===== src/hdl/sdsw_map.svh =====
`ifndef SDSW_MAP_SVH
`define SDSW_MAP_SVH

// object index at which the drive status word is read
`define SDSW_IDX_STATUS        16'h6041

// masks and values that identify each drive state
`define SDSW_MASK_WIDE         16'h004F
`define SDSW_MASK_NARROW       16'h006F
`define SDSW_VAL_NOT_PREPARED  16'h0000
`define SDSW_VAL_INHIBITED     16'h0040
`define SDSW_VAL_PREPARED      16'h0021
`define SDSW_VAL_SWITCHED_ON   16'h0023
`define SDSW_VAL_OP_ENABLED    16'h0027
`define SDSW_VAL_FAULT         16'h000F
`define SDSW_VAL_QUICK_STOP    16'h0007

// event flag bit positions
`define SDSW_BIT_POWER_ON      4
`define SDSW_BIT_WARNING       7
`define SDSW_BIT_REMOTE        9
`define SDSW_BIT_GOAL          10
`define SDSW_BIT_LIMIT         11
`define SDSW_BIT_MODE_ACK      12
`define SDSW_BIT_TRACK_ERR     13

// command word bits that take part in state transitions
`define SDSW_CMD_TRANS_MSB     3

// reset values
`define SDSW_RST_WORD          16'h0000
`define SDSW_RST_CMD           4'h0

`endif


===== src/hdl/sdsw_pkg.sv =====
package sdsw_pkg;

	typedef enum logic [2:0] {
		SDSW_NOT_PREPARED = 3'b000,
		SDSW_INHIBITED    = 3'b001,
		SDSW_PREPARED     = 3'b010,
		SDSW_SWITCHED_ON  = 3'b011,
		SDSW_OP_ENABLED   = 3'b100,
		SDSW_FAULT_RESP   = 3'b101,
		SDSW_FAULT        = 3'b110,
		SDSW_QUICK_STOP   = 3'b111
	} sdsw_drive_state_t;

	typedef enum logic [2:0] {
		SDSW_MODE_PROF_POS = 3'b000,
		SDSW_MODE_PROF_VEL = 3'b001,
		SDSW_MODE_PROF_TRQ = 3'b010,
		SDSW_MODE_HOMING   = 3'b011,
		SDSW_MODE_INTERP   = 3'b100
	} sdsw_op_mode_t;

	typedef struct packed {
		logic [15:0] word;
		logic [15:0] rd_data;
		logic        rd_ack;
		logic        rd_err;
		logic        power_off;
		logic [3:0]  cmd_trans;
		logic        cmd_extra;
		logic        word_changed;
	} sdsw_state_t;

endpackage


===== src/hdl/sdsw_evt_if.sv =====
`timescale 1ns/1ns
interface sdsw_evt_if;
	sdsw_pkg::sdsw_op_mode_t op_mode;
	logic                    setpoint_ack;
	logic                    speed_zero;
	logic                    homing_attained;
	logic                    interpolation_running_flag;
	logic                    following_error;
	logic                    homing_error;
	logic                    mode_ack_bit;
	logic                    track_err_bit;

	modport top (
		output op_mode,
		output setpoint_ack,
		output speed_zero,
		output homing_attained,
		output interpolation_running_flag,
		output following_error,
		output homing_error,
		input  mode_ack_bit,
		input  track_err_bit
	);

	modport sel (
		input  op_mode,
		input  setpoint_ack,
		input  speed_zero,
		input  homing_attained,
		input  interpolation_running_flag,
		input  following_error,
		input  homing_error,
		output mode_ack_bit,
		output track_err_bit
	);
endinterface


===== src/hdl/sdsw_mode_sel.sv =====
`timescale 1ns/1ns
module sdsw_mode_sel (
	sdsw_evt_if.sel evt     // mode-dependent event selection
);
	import sdsw_pkg::*;

	always_comb begin
		evt.mode_ack_bit  = 1'b0;
		evt.track_err_bit = evt.following_error;
		unique case (evt.op_mode)
			SDSW_MODE_PROF_POS: begin
				evt.mode_ack_bit = evt.setpoint_ack;                // [RL12]
			end
			SDSW_MODE_PROF_VEL: begin
				evt.mode_ack_bit = evt.speed_zero;                  // [RL12]
			end
			SDSW_MODE_PROF_TRQ: begin
				evt.mode_ack_bit = 1'b0;
			end
			SDSW_MODE_HOMING: begin
				evt.mode_ack_bit  = evt.homing_attained;            // [RL12]
				evt.track_err_bit = evt.homing_error;               // [RL11]
			end
			SDSW_MODE_INTERP: begin
				evt.mode_ack_bit = evt.interpolation_running_flag;  // [RL12]
			end
			default: begin
				// unlisted mode codes carry no acknowledge
				evt.mode_ack_bit = 1'b0;
			end
		endcase
	end
endmodule


===== src/hdl/sdsw_status_word.sv =====
// Behaviour
// [RL1] masked 004F: not prepared reads 0000, power-up inhibited reads 0040.
// [RL2] masked 006F: prepared 0021, switched on 0023, operation enabled 0027.
// [RL3] fault and fault response both read 000F under mask 004F.
// [RL4] quick stop reads 0007 under mask 006F, bit 5 clear.
// [RL5] master writes 0006 then polls until masked word equals 0021.
// [RL6] master may write 000F then wait for masked word 0027.
// [RL7] master masks the word and checks cleared bits as well as set ones.
// [RL8] only command bits 0 to 3 steer transitions; others assumed clear.
// [RL9] bits 0,1,2,3,5,6 form one joint state code.
// [RL10] each read shows present condition, never an older latched value.
// [RL11] flags: power on 4, warning 7, remote 9, goal 10, limit 11, error 13.
// [RL12] bit 12 carries the acknowledge chosen by the operating mode.
// [RL13] power-stage-off flag is set while output transistors are off.
// [RL14] master waits for the requested state before the next command.
// [RL15] bits 8, 14, 15 read zero; state code follows the state register.
`timescale 1ns/1ns
`include "sdsw_map.svh"
module sdsw_status_word (
	input  wire logic                       clk,                        // 25 MHz clock
	input  wire logic                       reset,                      // async reset, active high
	input  wire sdsw_pkg::sdsw_drive_state_t drive_state,               // internal drive state register
	input  wire sdsw_pkg::sdsw_op_mode_t    op_mode,                    // active operating mode
	input  wire logic                       power_stage_on,             // output transistors switched on
	input  wire logic                       warning,                    // warning condition
	input  wire logic                       remote,                     // power stage enabled via bus
	input  wire logic                       target_reached,             // goal attained
	input  wire logic                       internal_limit,             // limit clamp active
	input  wire logic                       setpoint_ack,               // set point acknowledge
	input  wire logic                       speed_zero,                 // zero velocity
	input  wire logic                       homing_attained,            // reference found
	input  wire logic                       interpolation_running_flag, // interpolation active
	input  wire logic                       following_error,            // tracking error
	input  wire logic                       homing_error,               // reference search error
	input  wire logic [15:0]                obj_index,                  // object index of a read
	input  wire logic                       rd_strobe,                  // read request, one cycle
	input  wire logic [15:0]                cmd_word,                   // command word written
	input  wire logic                       cmd_write,                  // command write, one cycle
	output logic      [15:0]                rd_data,                    // read answer data
	output logic                            rd_ack,                     // read answered, one cycle
	output logic                            rd_err,                     // unknown index, one cycle
	output logic      [15:0]                status_word,                // registered status word, one cycle behind the live word
	output logic                            power_off,                  // power stage off flag
	output logic      [3:0]                 cmd_trans,                  // transition bits of command
	output logic                            cmd_extra,                  // command had bits above 3 set
	output logic                            word_changed                // status word changed, one cycle
);
	import sdsw_pkg::*;

	sdsw_evt_if  evt ();
	sdsw_state_t st_q;
	sdsw_state_t st_d;
	logic [15:0] state_code;
	logic [15:0] word_now;

	assign evt.op_mode                    = op_mode;
	assign evt.setpoint_ack               = setpoint_ack;
	assign evt.speed_zero                 = speed_zero;
	assign evt.homing_attained            = homing_attained;
	assign evt.interpolation_running_flag = interpolation_running_flag;
	assign evt.following_error            = following_error;
	assign evt.homing_error               = homing_error;

	sdsw_mode_sel u_mode_sel (
		.evt (evt.sel)
	);

	// state code is a pure decode of the state register, so it can never lag it
	always_comb begin
		state_code = `SDSW_VAL_NOT_PREPARED;                    // [RL15]
		unique case (drive_state)
			SDSW_NOT_PREPARED: begin
				state_code = `SDSW_VAL_NOT_PREPARED;            // [RL1]
			end
			SDSW_INHIBITED: begin
				state_code = `SDSW_VAL_INHIBITED;               // [RL1]
			end
			SDSW_PREPARED: begin
				state_code = `SDSW_VAL_PREPARED;                // [RL2]
			end
			SDSW_SWITCHED_ON: begin
				state_code = `SDSW_VAL_SWITCHED_ON;             // [RL2]
			end
			SDSW_OP_ENABLED: begin
				state_code = `SDSW_VAL_OP_ENABLED;              // [RL2]
			end
			// the two fault states share one code by design
			SDSW_FAULT_RESP: begin
				state_code = `SDSW_VAL_FAULT;                   // [RL3]
			end
			SDSW_FAULT: begin
				state_code = `SDSW_VAL_FAULT;                   // [RL3]
			end
			SDSW_QUICK_STOP: begin
				state_code = `SDSW_VAL_QUICK_STOP;              // [RL4]
			end
		endcase
	end

	always_comb begin
		// only the joint state bits survive; flag bits are placed below
		word_now = state_code & (`SDSW_MASK_WIDE | `SDSW_MASK_NARROW);  // [RL9]
		word_now[`SDSW_BIT_POWER_ON]  = power_stage_on;         // [RL11]
		word_now[`SDSW_BIT_WARNING]   = warning;                // [RL11]
		word_now[`SDSW_BIT_REMOTE]    = remote;                 // [RL11]
		word_now[`SDSW_BIT_GOAL]      = target_reached;         // [RL11]
		word_now[`SDSW_BIT_LIMIT]     = internal_limit;         // [RL11]
		word_now[`SDSW_BIT_MODE_ACK]  = evt.mode_ack_bit;       // [RL12]
		word_now[`SDSW_BIT_TRACK_ERR] = evt.track_err_bit;      // [RL11]
	end

	always_comb begin
		st_d              = st_q;
		st_d.rd_ack       = 1'b0;
		st_d.rd_err       = 1'b0;
		st_d.word         = word_now;
		st_d.power_off    = ~power_stage_on;                    // [RL13]
		st_d.word_changed = (word_now != st_q.word);
		if (rd_strobe) begin
			// read data come from the live word, not from the registered copy
			if (obj_index == `SDSW_IDX_STATUS) begin
				st_d.rd_data = word_now;                        // [RL10]
				st_d.rd_ack  = 1'b1;
			end else begin
				st_d.rd_data = `SDSW_RST_WORD;
				st_d.rd_err  = 1'b1;
			end
		end
		if (cmd_write) begin
			st_d.cmd_trans = cmd_word[`SDSW_CMD_TRANS_MSB:0];   // [RL8]
			st_d.cmd_extra = |cmd_word[15:`SDSW_CMD_TRANS_MSB+1];  // [RL8]
		end
	end

	always_ff @(posedge clk or posedge reset) begin
		if (reset) begin
			st_q.word         <= `SDSW_RST_WORD;
			st_q.rd_data      <= `SDSW_RST_WORD;
			st_q.rd_ack       <= 1'b0;
			st_q.rd_err       <= 1'b0;
			st_q.power_off    <= 1'b1;
			st_q.cmd_trans    <= `SDSW_RST_CMD;
			st_q.cmd_extra    <= 1'b0;
			st_q.word_changed <= 1'b0;
		end else begin
			st_q <= st_d;
		end
	end

	assign rd_data      = st_q.rd_data;
	assign rd_ack       = st_q.rd_ack;
	assign rd_err       = st_q.rd_err;
	assign status_word  = st_q.word;
	assign power_off    = st_q.power_off;
	assign cmd_trans    = st_q.cmd_trans;
	assign cmd_extra    = st_q.cmd_extra;
	assign word_changed = st_q.word_changed;
endmodule


===== config.mk =====
export PLATFORM = sky130hd
export DESIGN_NAME = sdsw_status_word
export DESIGN_NICKNAME = d
export VERILOG_FILES = /design/src/hdl/sdsw_pkg.sv /design/src/hdl/sdsw_evt_if.sv /design/src/hdl/sdsw_mode_sel.sv /design/src/hdl/sdsw_status_word.sv
export VERILOG_INCLUDE_DIRS = /design/src /design/src/hdl
export SDC_FILE = /design/constraint.sdc
export NUM_CORES = 1
export LEC_CHECK = 0
export ABC_CLOCK_PERIOD_IN_PS = 2200
export BUFFER_PORTS_ARGS = -buffer_cell sky130_fd_sc_hd__clkbuf_2
export CAP_MARGIN = 5
export CORE_MARGIN = 4
export CORE_UTILIZATION = 45
export DETAILED_ROUTE_END_ITERATION = 16
export PLACE_DENSITY = 0.81
export SETUP_SLACK_MARGIN = 0.4
export SYNTH_ARGS = -nofsm -noshare
export SYNTH_HDL_FRONTEND = slang
export SYNTH_SLANG_ARGS = --single-unit
export TNS_END_PERCENT = 10

===== constraint.sdc =====
create_clock -name clk -period 2.2 [get_ports clk]
set_input_delay 0.44 -clock clk [delete_from_list [all_inputs] [get_ports clk]]
set_output_delay 0.44 -clock clk [all_outputs]
set_load 0.005 [all_outputs]

* After elaboration in Yosys (flattened, before gate mapping)
Memories as Yosys holds them, arrays and structs flattened.
Index checks and enable logic that the tools add are counted.
** Word-level totals
- Input bits :: 53
- Memories :: 1
- Register bits :: 36
- Bits in read-only memories :: 48
- Word-level logic and storage cells :: 23
** Memory list
- (no name shown) :: words 8, bits a word 6, rd ports 1, clocked after Yosys merged registers in 0, wr ports 0, line sdsw_status_word.sv:71 : unique case (drive_state)
** Operators by class
- Reduce and logical (&&, ||, !) cells :: 2
- Multiplexer cells :: 6
- Bitwise gates (word level) :: 1
- Eq/ne operators :: 5
** Operator list (number)
- equality test 16 x 15 -> 1 bit (second input constant) :: 1
- two-way mux 14 bit :: 1
- != test 13 bit :: 1
- OR reduction 12 bit :: 1
- one-hot mux 1 bit (4 select lines) :: 1
- equality test 3 x 1 -> 1 bit (second input constant) :: 1
- equality test 3 x 2 -> 1 bit (second input constant) :: 1
- equality test 3 bit (second input constant) :: 1
- logical NOT 3 bit :: 1
- two-way mux 1 bit :: 3
- two-way mux 2 bit :: 1
- NOT 1 bit :: 1

* Longest topological paths before layout
Gate-level depths: netlist of run 1.
- Depth after elaboration :: 3
- Mapped depth :: 7

* By module
From an unflattened synthesis of run 1, not the netlist that was laid out.
** Second synthesis, totals
- Cell total of the unflattened synthesis :: 123
- Area total of the unflattened synthesis :: 1539.0 um^2
** By module, submodules not included
- sdsw_status_word :: sequential area each 877.1 um^2, area an instance 1480.2 um^2, times used 1, cells each 114
- sdsw_mode_sel :: sequential area each 0.0 um^2, area an instance 58.8 um^2, times used 1, cells each 9

* Worst setup path before layout of run 1
OpenSTA, ideal clock, no wires.
- Path kind :: input to register
- From :: input drive_state[1]
- To :: register word_changed (netlist name)
- Required time :: 2.061 ns
- Stages :: 7
- Arrival time :: 1.554 ns
- Library setup time :: 0.139 ns
- Slack :: 0.507 ns
- Cell sequence :: inv_1 -> ha_1 -> xnor2_1 -> nand2_1 -> o31ai_1 -> a21oi_1 -> or4_1
** RTL lines
- start, declared :: line sdsw_status_word.sv:22 : input wire sdsw_pkg::sdsw_drive_state_t drive_state,

==> results of run 1 <==
==> kinds of logic (layout without fill, tap and decap cells) <==
| family | count (synthesis) | count (layout) |
|---|---|---|
| compound gates | 21 | 21 |
| buf+inv | 18 | 107 |
| mux | 7 | 7 |
| simple gates | 25 | 25 |
| fa+ha+maj | 3 | 3 |
| flops | 35 | 35 |
| xor+xnor | 11 | 11 |
| other cells | 1 | 6 |
==> final cells by class <==
cell class | instances | share of cell area
multi-input cells | 73 | 0.279
repair buffers | 90 | 0.224
well taps | 44 | 0.0269
clock buffers | 8 | 0.0239
inverters | 9 | 0.0165
flip-flops and latches | 35 | 0.429
==> through the flow <==
stage / setup slack [ns] / std cells / cell area, µm² / hold WS [ns]
3_5_place_dp: 0.176 / 251 / 1990 / 0.495
3_3_place_gp: 0.278 / 251 / 1990 / 0.491
5_1_grt: 0.464 / 259 / 2040 / 0.206
4_1_cts: 0.529 / 259 / 2040 / 0.178
2_1_floorplan: 0.507 / 126 / 1540 / 0.466
6_report: 0.524 / 259 / 2040 / 0.169
==> cell usage in the layout, fill, tap and decap left out, types with 2 or more instances in the layout <==
cell      netlist  final
mux2_2          4      4
clkbuf_4        0      5
nor2_1          4      4
ha_1            3      3
nand4_1         2      2
a21oi_1         2      2
and2_1          2      2
xor2_1          3      3
clkbuf_2        0     87
nor4_1          5      5
nand2_1         3      3
conb_1          1      6
buf_4           7      3
nor4b_1         2      2
a22o_1         13     13
dfrtp_1        34     34
mux2i_1         2      2
inv_1           9      9
clkbuf_1        1      3
xnor2_1         8      8
==> cell usage after synthesis (2+ instances only) <==
cell type	number	area, µm²
nand2_1	3	11.3
nor2_1	4	15.0
xor2_1	3	26.3
xnor2_1	8	70.1
mux2i_1	2	20.0
nand4_1	2	12.5
a22o_1	13	114
dfrtp_1	34	851
buf_4	7	52.6
a21oi_1	2	10.0
nor4_1	5	31.3
mux2_2	4	45.0
nor4b_1	2	17.5
inv_1	9	33.8
ha_1	3	37.5
and2_1	2	12.5
==> registers in the layout, indices dropped and copies added (netlist names) <==
name	flops
cmd_extra	1
rd_data	13
word_changed	1
power_off	1
rd_ack	1
cmd_trans	4
rd_err	1
status_word	13
==> routing by layer <==
| metal | track usage | up-vias | share of wire | wire [µm] |
|---|---|---|---|---|
| li1 | - | 604 | - | - |
| met1 | 0.198 | 597 | 0.38 | 1290 |
| met2 | 0.309 | 47 | 0.52 | 1790 |
| met3 | 0.0510 | 5 | 0.081 | 278 |
| met4 | 0.0787 | 0 | 0.017 | 58 |
| met5 | 0 | - | 0 | 0 |
==> worst max-delay path, cell delays in order <==
cell and delay (ns):
clkbuf_2 0.13, inv_1 0.08, ha_1 0.22, nor4_1 0.33, a31oi_1 0.08, o32ai_1 0.13, nand2_1 0.08, or4_1 0.39
==> worst paths after layout <==
| check | depth (start not counted) | to | slack (ns) |
|---|---|---|---|
| min in group clk | 1 | status_word[11] | 0.26 |
| max reg2reg | 5 | word_changed | 0.68 |
| min reg2reg | 1 | rd_data[0] | 0.52 |
| max | 8 | word_changed | 0.52 |
| max in group asynchronous | 3 | power_off | 1.70 |
| min | 3 | rd_ack | 0.17 |
==> power by group through the flow <==
| stage | logic, mW | registers [mW] | clock network [mW] |
|---|---|---|---|
| 2_1_floorplan | 0.0885 | 0.696 | 0 |
| 4_1_cts | 0.180 | 0.682 | 0.328 |
| 5_1_grt | 0.198 | 0.686 | 0.367 |
| 3_3_place_gp | 0.174 | 0.694 | 0 |
| 3_5_place_dp | 0.179 | 0.695 | 0 |
| 6_report | 0.176 | 0.682 | 0.316 |
==> out/metrics.cfg, run 1 <==
[clocking]
cts.sinks = 35
clk_latency_ns = 0.32
clk_pin_slew_ns = 0.10
cts_resized = 0
postCtsHoldBufs = 0
clockBufferDepth = 2
cts_root_buffer = clkbuf_4
cts_buffers = 5
h-tree-depth = 2
post_cts_buffers = 0
cts_tree = yes

[sta]
fin_crit_ns = 1.68
skew_ns = 0.00710
maxSlewViolCount = 0
hold_violations = 0
grt_setup_unrepaired = no
period_share = 0.762
max_freq_mhz = 597
setup_viol = 0
fin_setup_tns_ns = 0

[global_routing]
grt_use_total = 0.177
grt_antenna_before_repair = 0
grt_pass1_vias = 1312
grt-ovfl-total = 0
grt_pass1_wl_um = 5860
grt_max_degree = 36

[worst_setup_path]
end_kind = register
worstReg2RegStart = status_word[1]
timing.critical_path.from = drive_state[1]
required_ns = 2.40
cp.arrival_ns = 1.87
cp-start-kind = primary input
critPathKind = in2reg
cp_max_fo = 4

[layout]
regArea_um2 = 877
drive_gt1_frac = 0.488
multi_input_area_um2 = 571
utilization = 0.648
diodes = 0
nNetsFinal = 270
n_fill_cell = 282
syn_to_final_growth_pct = 34.1

[power]
combPwrFrac = 0.150
powerDensity_nw_per_um2 = 575
leakagePower_nw = 1.09
vdd_drop_max_mv = 0.368
fin_total_pwr_mw = 1.17
sw_frac_of_total = 0.246
switching_power_uw = 289
p_int_uw = 885
power_frac_clock = 0.269
power_frac_seq = 0.581

[route]
viasPerCell = 4.84
post_drt_wl_per_cell_um = 13.2
drtPass1Iterations = 2
drtIter0Drc = 71
drc = 0
ant_nets = 0
via_count = 1253
wl_um = 3420

[job]
drv_cap = 0

[place]
hpwl_um = 2820
gp_congestion = 0.794
place.port_buffers = 87

[outcome]
status = finished, final reports clean

[synth]
syn_area_per_cell_um2 = 12.6
synthArstFlopShare = 1.00
synth_compound_area_frac = 0.117
synth_top_family_by_area = compound AO/OA/AOI/OAI gates
ys_warn_count = 0
synth_fa_ha_area_frac = 0.0246
syn_inst = 121
synthFlopType = dfrtp_1
synth-edff-count = 0
synth-xor-area-share = 0.0632
synthMuxAreaShare = 0.0517
syn_area_um2 = 1520
synthSimpleGateAreaFrac = 0.103
ys_ff_latch = 35
ys_types = 34
ys_seq_area_frac = 0.576

[die]
core_um2 = 3150
ios = 94
die_x_um = 66.2
row_count = 20
fp.dieArea_um2 = 4380
start_util = 0.483
die_h_um = 66.2

[hold_path]
hp-class = in2async

Power figures use the tool's default switching activity.
==> run 2, diff against run 1 <==
--- a/config.mk
+++ b/config.mk
@@ -6,13 +6,14 @@
 export SDC_FILE = /design/constraint.sdc
 export NUM_CORES = 1
 export LEC_CHECK = 0
-export ABC_CLOCK_PERIOD_IN_PS = 2200
+export ABC_AREA = 1
+export ABC_CLOCK_PERIOD_IN_PS = 1400
 export BUFFER_PORTS_ARGS = -buffer_cell sky130_fd_sc_hd__clkbuf_2
 export CAP_MARGIN = 5
 export CORE_MARGIN = 4
-export CORE_UTILIZATION = 45
+export CORE_UTILIZATION = 39
 export DETAILED_ROUTE_END_ITERATION = 16
-export PLACE_DENSITY = 0.81
+export PLACE_DENSITY = 0.73
 export SETUP_SLACK_MARGIN = 0.4
 export SYNTH_ARGS = -nofsm -noshare
 export SYNTH_HDL_FRONTEND = slang
==> constraint.sdc (replaced) <==
create_clock -name clk -period 1.4 [get_ports clk]
set_input_delay 0.28 -clock clk [delete_from_list [all_inputs] [get_ports clk]]
set_output_delay 0.28 -clock clk [all_outputs]
set_load 0.005 [all_outputs]
==> run 2 against run 1 <==
  * Combinational power rose by 81%
  * Sequential share of layout area fell by 5.2 points
  * Hold slack got worse by 0.032 ns
  * Flip-flop and latch count did not move
  * Via count rose by 24%
  * Utilization fell by 7.5 points
  * Register-to-register slack got worse by 0.35 ns
  * Final cell count rose by 34%
  * Wire length rose by 24%
  * Area after synthesis rose by 9.6%
  * Global-route usage fell by 1.1 points
  * Critical endpoint is now power_off
==> out/metrics.cfg, run 2 <==
[synth]
ys_seq_area_frac = 0.525
syn_area_um2 = 1670
synth_most_common_cell = nand2_1
ys_ff_latch = 35
synth-edff-count = 0
synthTopCellsByArea = dfrtp_1, nand2_1, inv_1
syn_area_per_cell_um2 = 8.27
synthTopCellsByCount = nand2_1, inv_1, dfrtp_1
syn_inst = 202
synth_top_area_cell = dfrtp_1
synthFlopType = dfrtp_1
synthArstFlopShare = 1.00
ys_warn_count = 0
ys_types = 25
synth_top_area_share = 0.509

[worst_setup_path]
worstReg2RegStart = status_word[10]
ff2ff_setup_slack_ns = 0.33
cp_num_buf_inv = 1
critPathKind = reg2out
timing.critical_path.from = power_off
path_cells = buf_6
cp.arrival_ns = 0.89
cp_max_fo = 1
worst_path_max_delay_cell = dfstp_2
required_ns = 1.12
cp-start-kind = register
end_kind = primary output
critical-path-top-delay-family = flip-flops
r2r_end = word_changed
reg2reg_depth = 5
slowest_delay_ns = 0.52

[power]
leakagePower_nw = 1.35
powerDensity_nw_per_um2 = 918
vdd_drop_max_mv = 0.679
fin_total_pwr_mw = 2.14

[layout]
multi_input_area_um2 = 621
n_fill_cell = 423
layout_commonest_cell = clkbuf_2
nNetsFinal = 352
drive_gt1_frac = 0.367
syn_to_final_growth_pct = 39.3
regArea_um2 = 877
final_cell_mix = clkbuf_2, nand2_1, inv_1, dfrtp_1, nor2_1
utilization = 0.573
diodes = 0

[clocking]
clk_latency_ns = 0.28
cts.sinks = 35
clk_pin_slew_ns = 0.06
cts_root_buffer = clkbuf_8
cts_buffers = 5
h-tree-depth = 2
clockBufferDepth = 2
post_cts_buffers = 0
cts_tree = yes

[route]
drtPass1Iterations = 4
wl_um = 4220
drc = 0
via_count = 1552
post_drt_wl_per_cell_um = 12.2
drtIter0Drc = 28
ant_nets = 0
viasPerCell = 4.47

[die]
start_util = 0.412
die_h_um = 73.4
core_um2 = 4060
fp.dieArea_um2 = 5390
die_x_um = 73.4
row_count = 23
ios = 94

[sta]
period_share = 0.837
hold_violations = 0
grt_setup_unrepaired = yes
slew_headroom = 0.655
maxSlewViolCount = 0
max_freq_mhz = 854
hold_ws_ns = 0.137
setup_viol = 0
worst_slack_ns = 0.229
fin_crit_ns = 1.17
worst_pin_slew_ns = 0.516
skew_ns = 0.00381
fin_setup_tns_ns = 0

[place]
preCtsSetupSlack_ns = -0.0310
gp_congestion = 0.768
place.port_buffers = 87
hpwl_um = 3440

[hold_path]
hp-class = in2reg
hold_depth = 1
hold_start = internal_limit
hold_end = status_word[11]

[global_routing]
grt_use_total = 0.166
grt_max_degree = 23
met1_usage = 0.196
grt_pass1_vias = 1501
busiest_layer = met2
grt_pass1_wl_um = 6760
met2_usage = 0.279
grt_util_met3 = 0.0492
grt-ovfl-total = 0
grt_antenna_before_repair = 0

[job]
drv_cap = 0

[outcome]
status = finished, final reports clean

run 2: area by class of cell:
class                   instances  share of cell area
clock inverters                 1             0.00215
multi-input cells             125               0.267
clock buffers                   7              0.0371
flip-flops and latches         35               0.377
well taps                      50              0.0269
repair buffers                 90               0.219
inverters                      39              0.0710
run 2: worst register-to-register path: stages (launching register included):
cell and delay, ns:
dfrtp_1 0.39, xor2_1 0.14, nor2_1 0.15, nand3_1 0.09, nor2_1 0.10, nand3_1 0.07
run 2: how the worst max path moves through the flow:
stage              endpoint  slack (ns)  cells past startpoint
6_report          power_off        0.23                      1
3_5_place_dp   word_changed       -0.03                     10
5_1_grt           power_off        0.19                      1
2_1_floorplan  word_changed        0.29                      9
3_3_place_gp   word_changed        0.04                     10
4_1_cts           power_off        0.21                      1
run 2: cells by family after synthesis:
logic type | after synthesis | share of synthesized area
AO/OA/AOI/OAI | 16 | 0.0502
XOR/XNOR | 4 | 0.0210
adder cells (fa/ha/maj) | 3 | 0.0225
buffers and inverters | 47 | 0.124
flip-flops | 35 | 0.525
other | 1 | 0.00225
AND/OR/NAND/NOR | 96 | 0.255
run 2: report_power, final:
group / total (mW) / internal (mW) / switching (mW)
Clock: 0.741 / 0.396 / 0.344
Sequential: 1.08 / 1.05 / 0.0252
Combinational: 0.319 / 0.146 / 0.173
Total: 2.14 / 1.59 / 0.542
run 2: per-stage QoR:
step | cells | cell area [µm²]
floorplan | 207 | 1720
global placement | 338 | 2200
detailed placement | 338 | 2200
CTS | 347 | 2320
global route | 347 | 2330
finish | 347 | 2330
run 2: metal layers:
layer / vias to the layer above / wire (µm)
li1: 801 / -
met5: - / 0
met1: 695 / 1790
met3: 4 / 340
met4: 0 / 68
met2: 52 / 2030
run 2: what timing repair did:
action                     in CTS  in global routing
hold endpoints to repair       12                  0
resized for setup               4                  2
setup endpoints to repair      36                 39
hold buffers                    1                  0
pin swaps                       3                  0
cloned                          0                  0
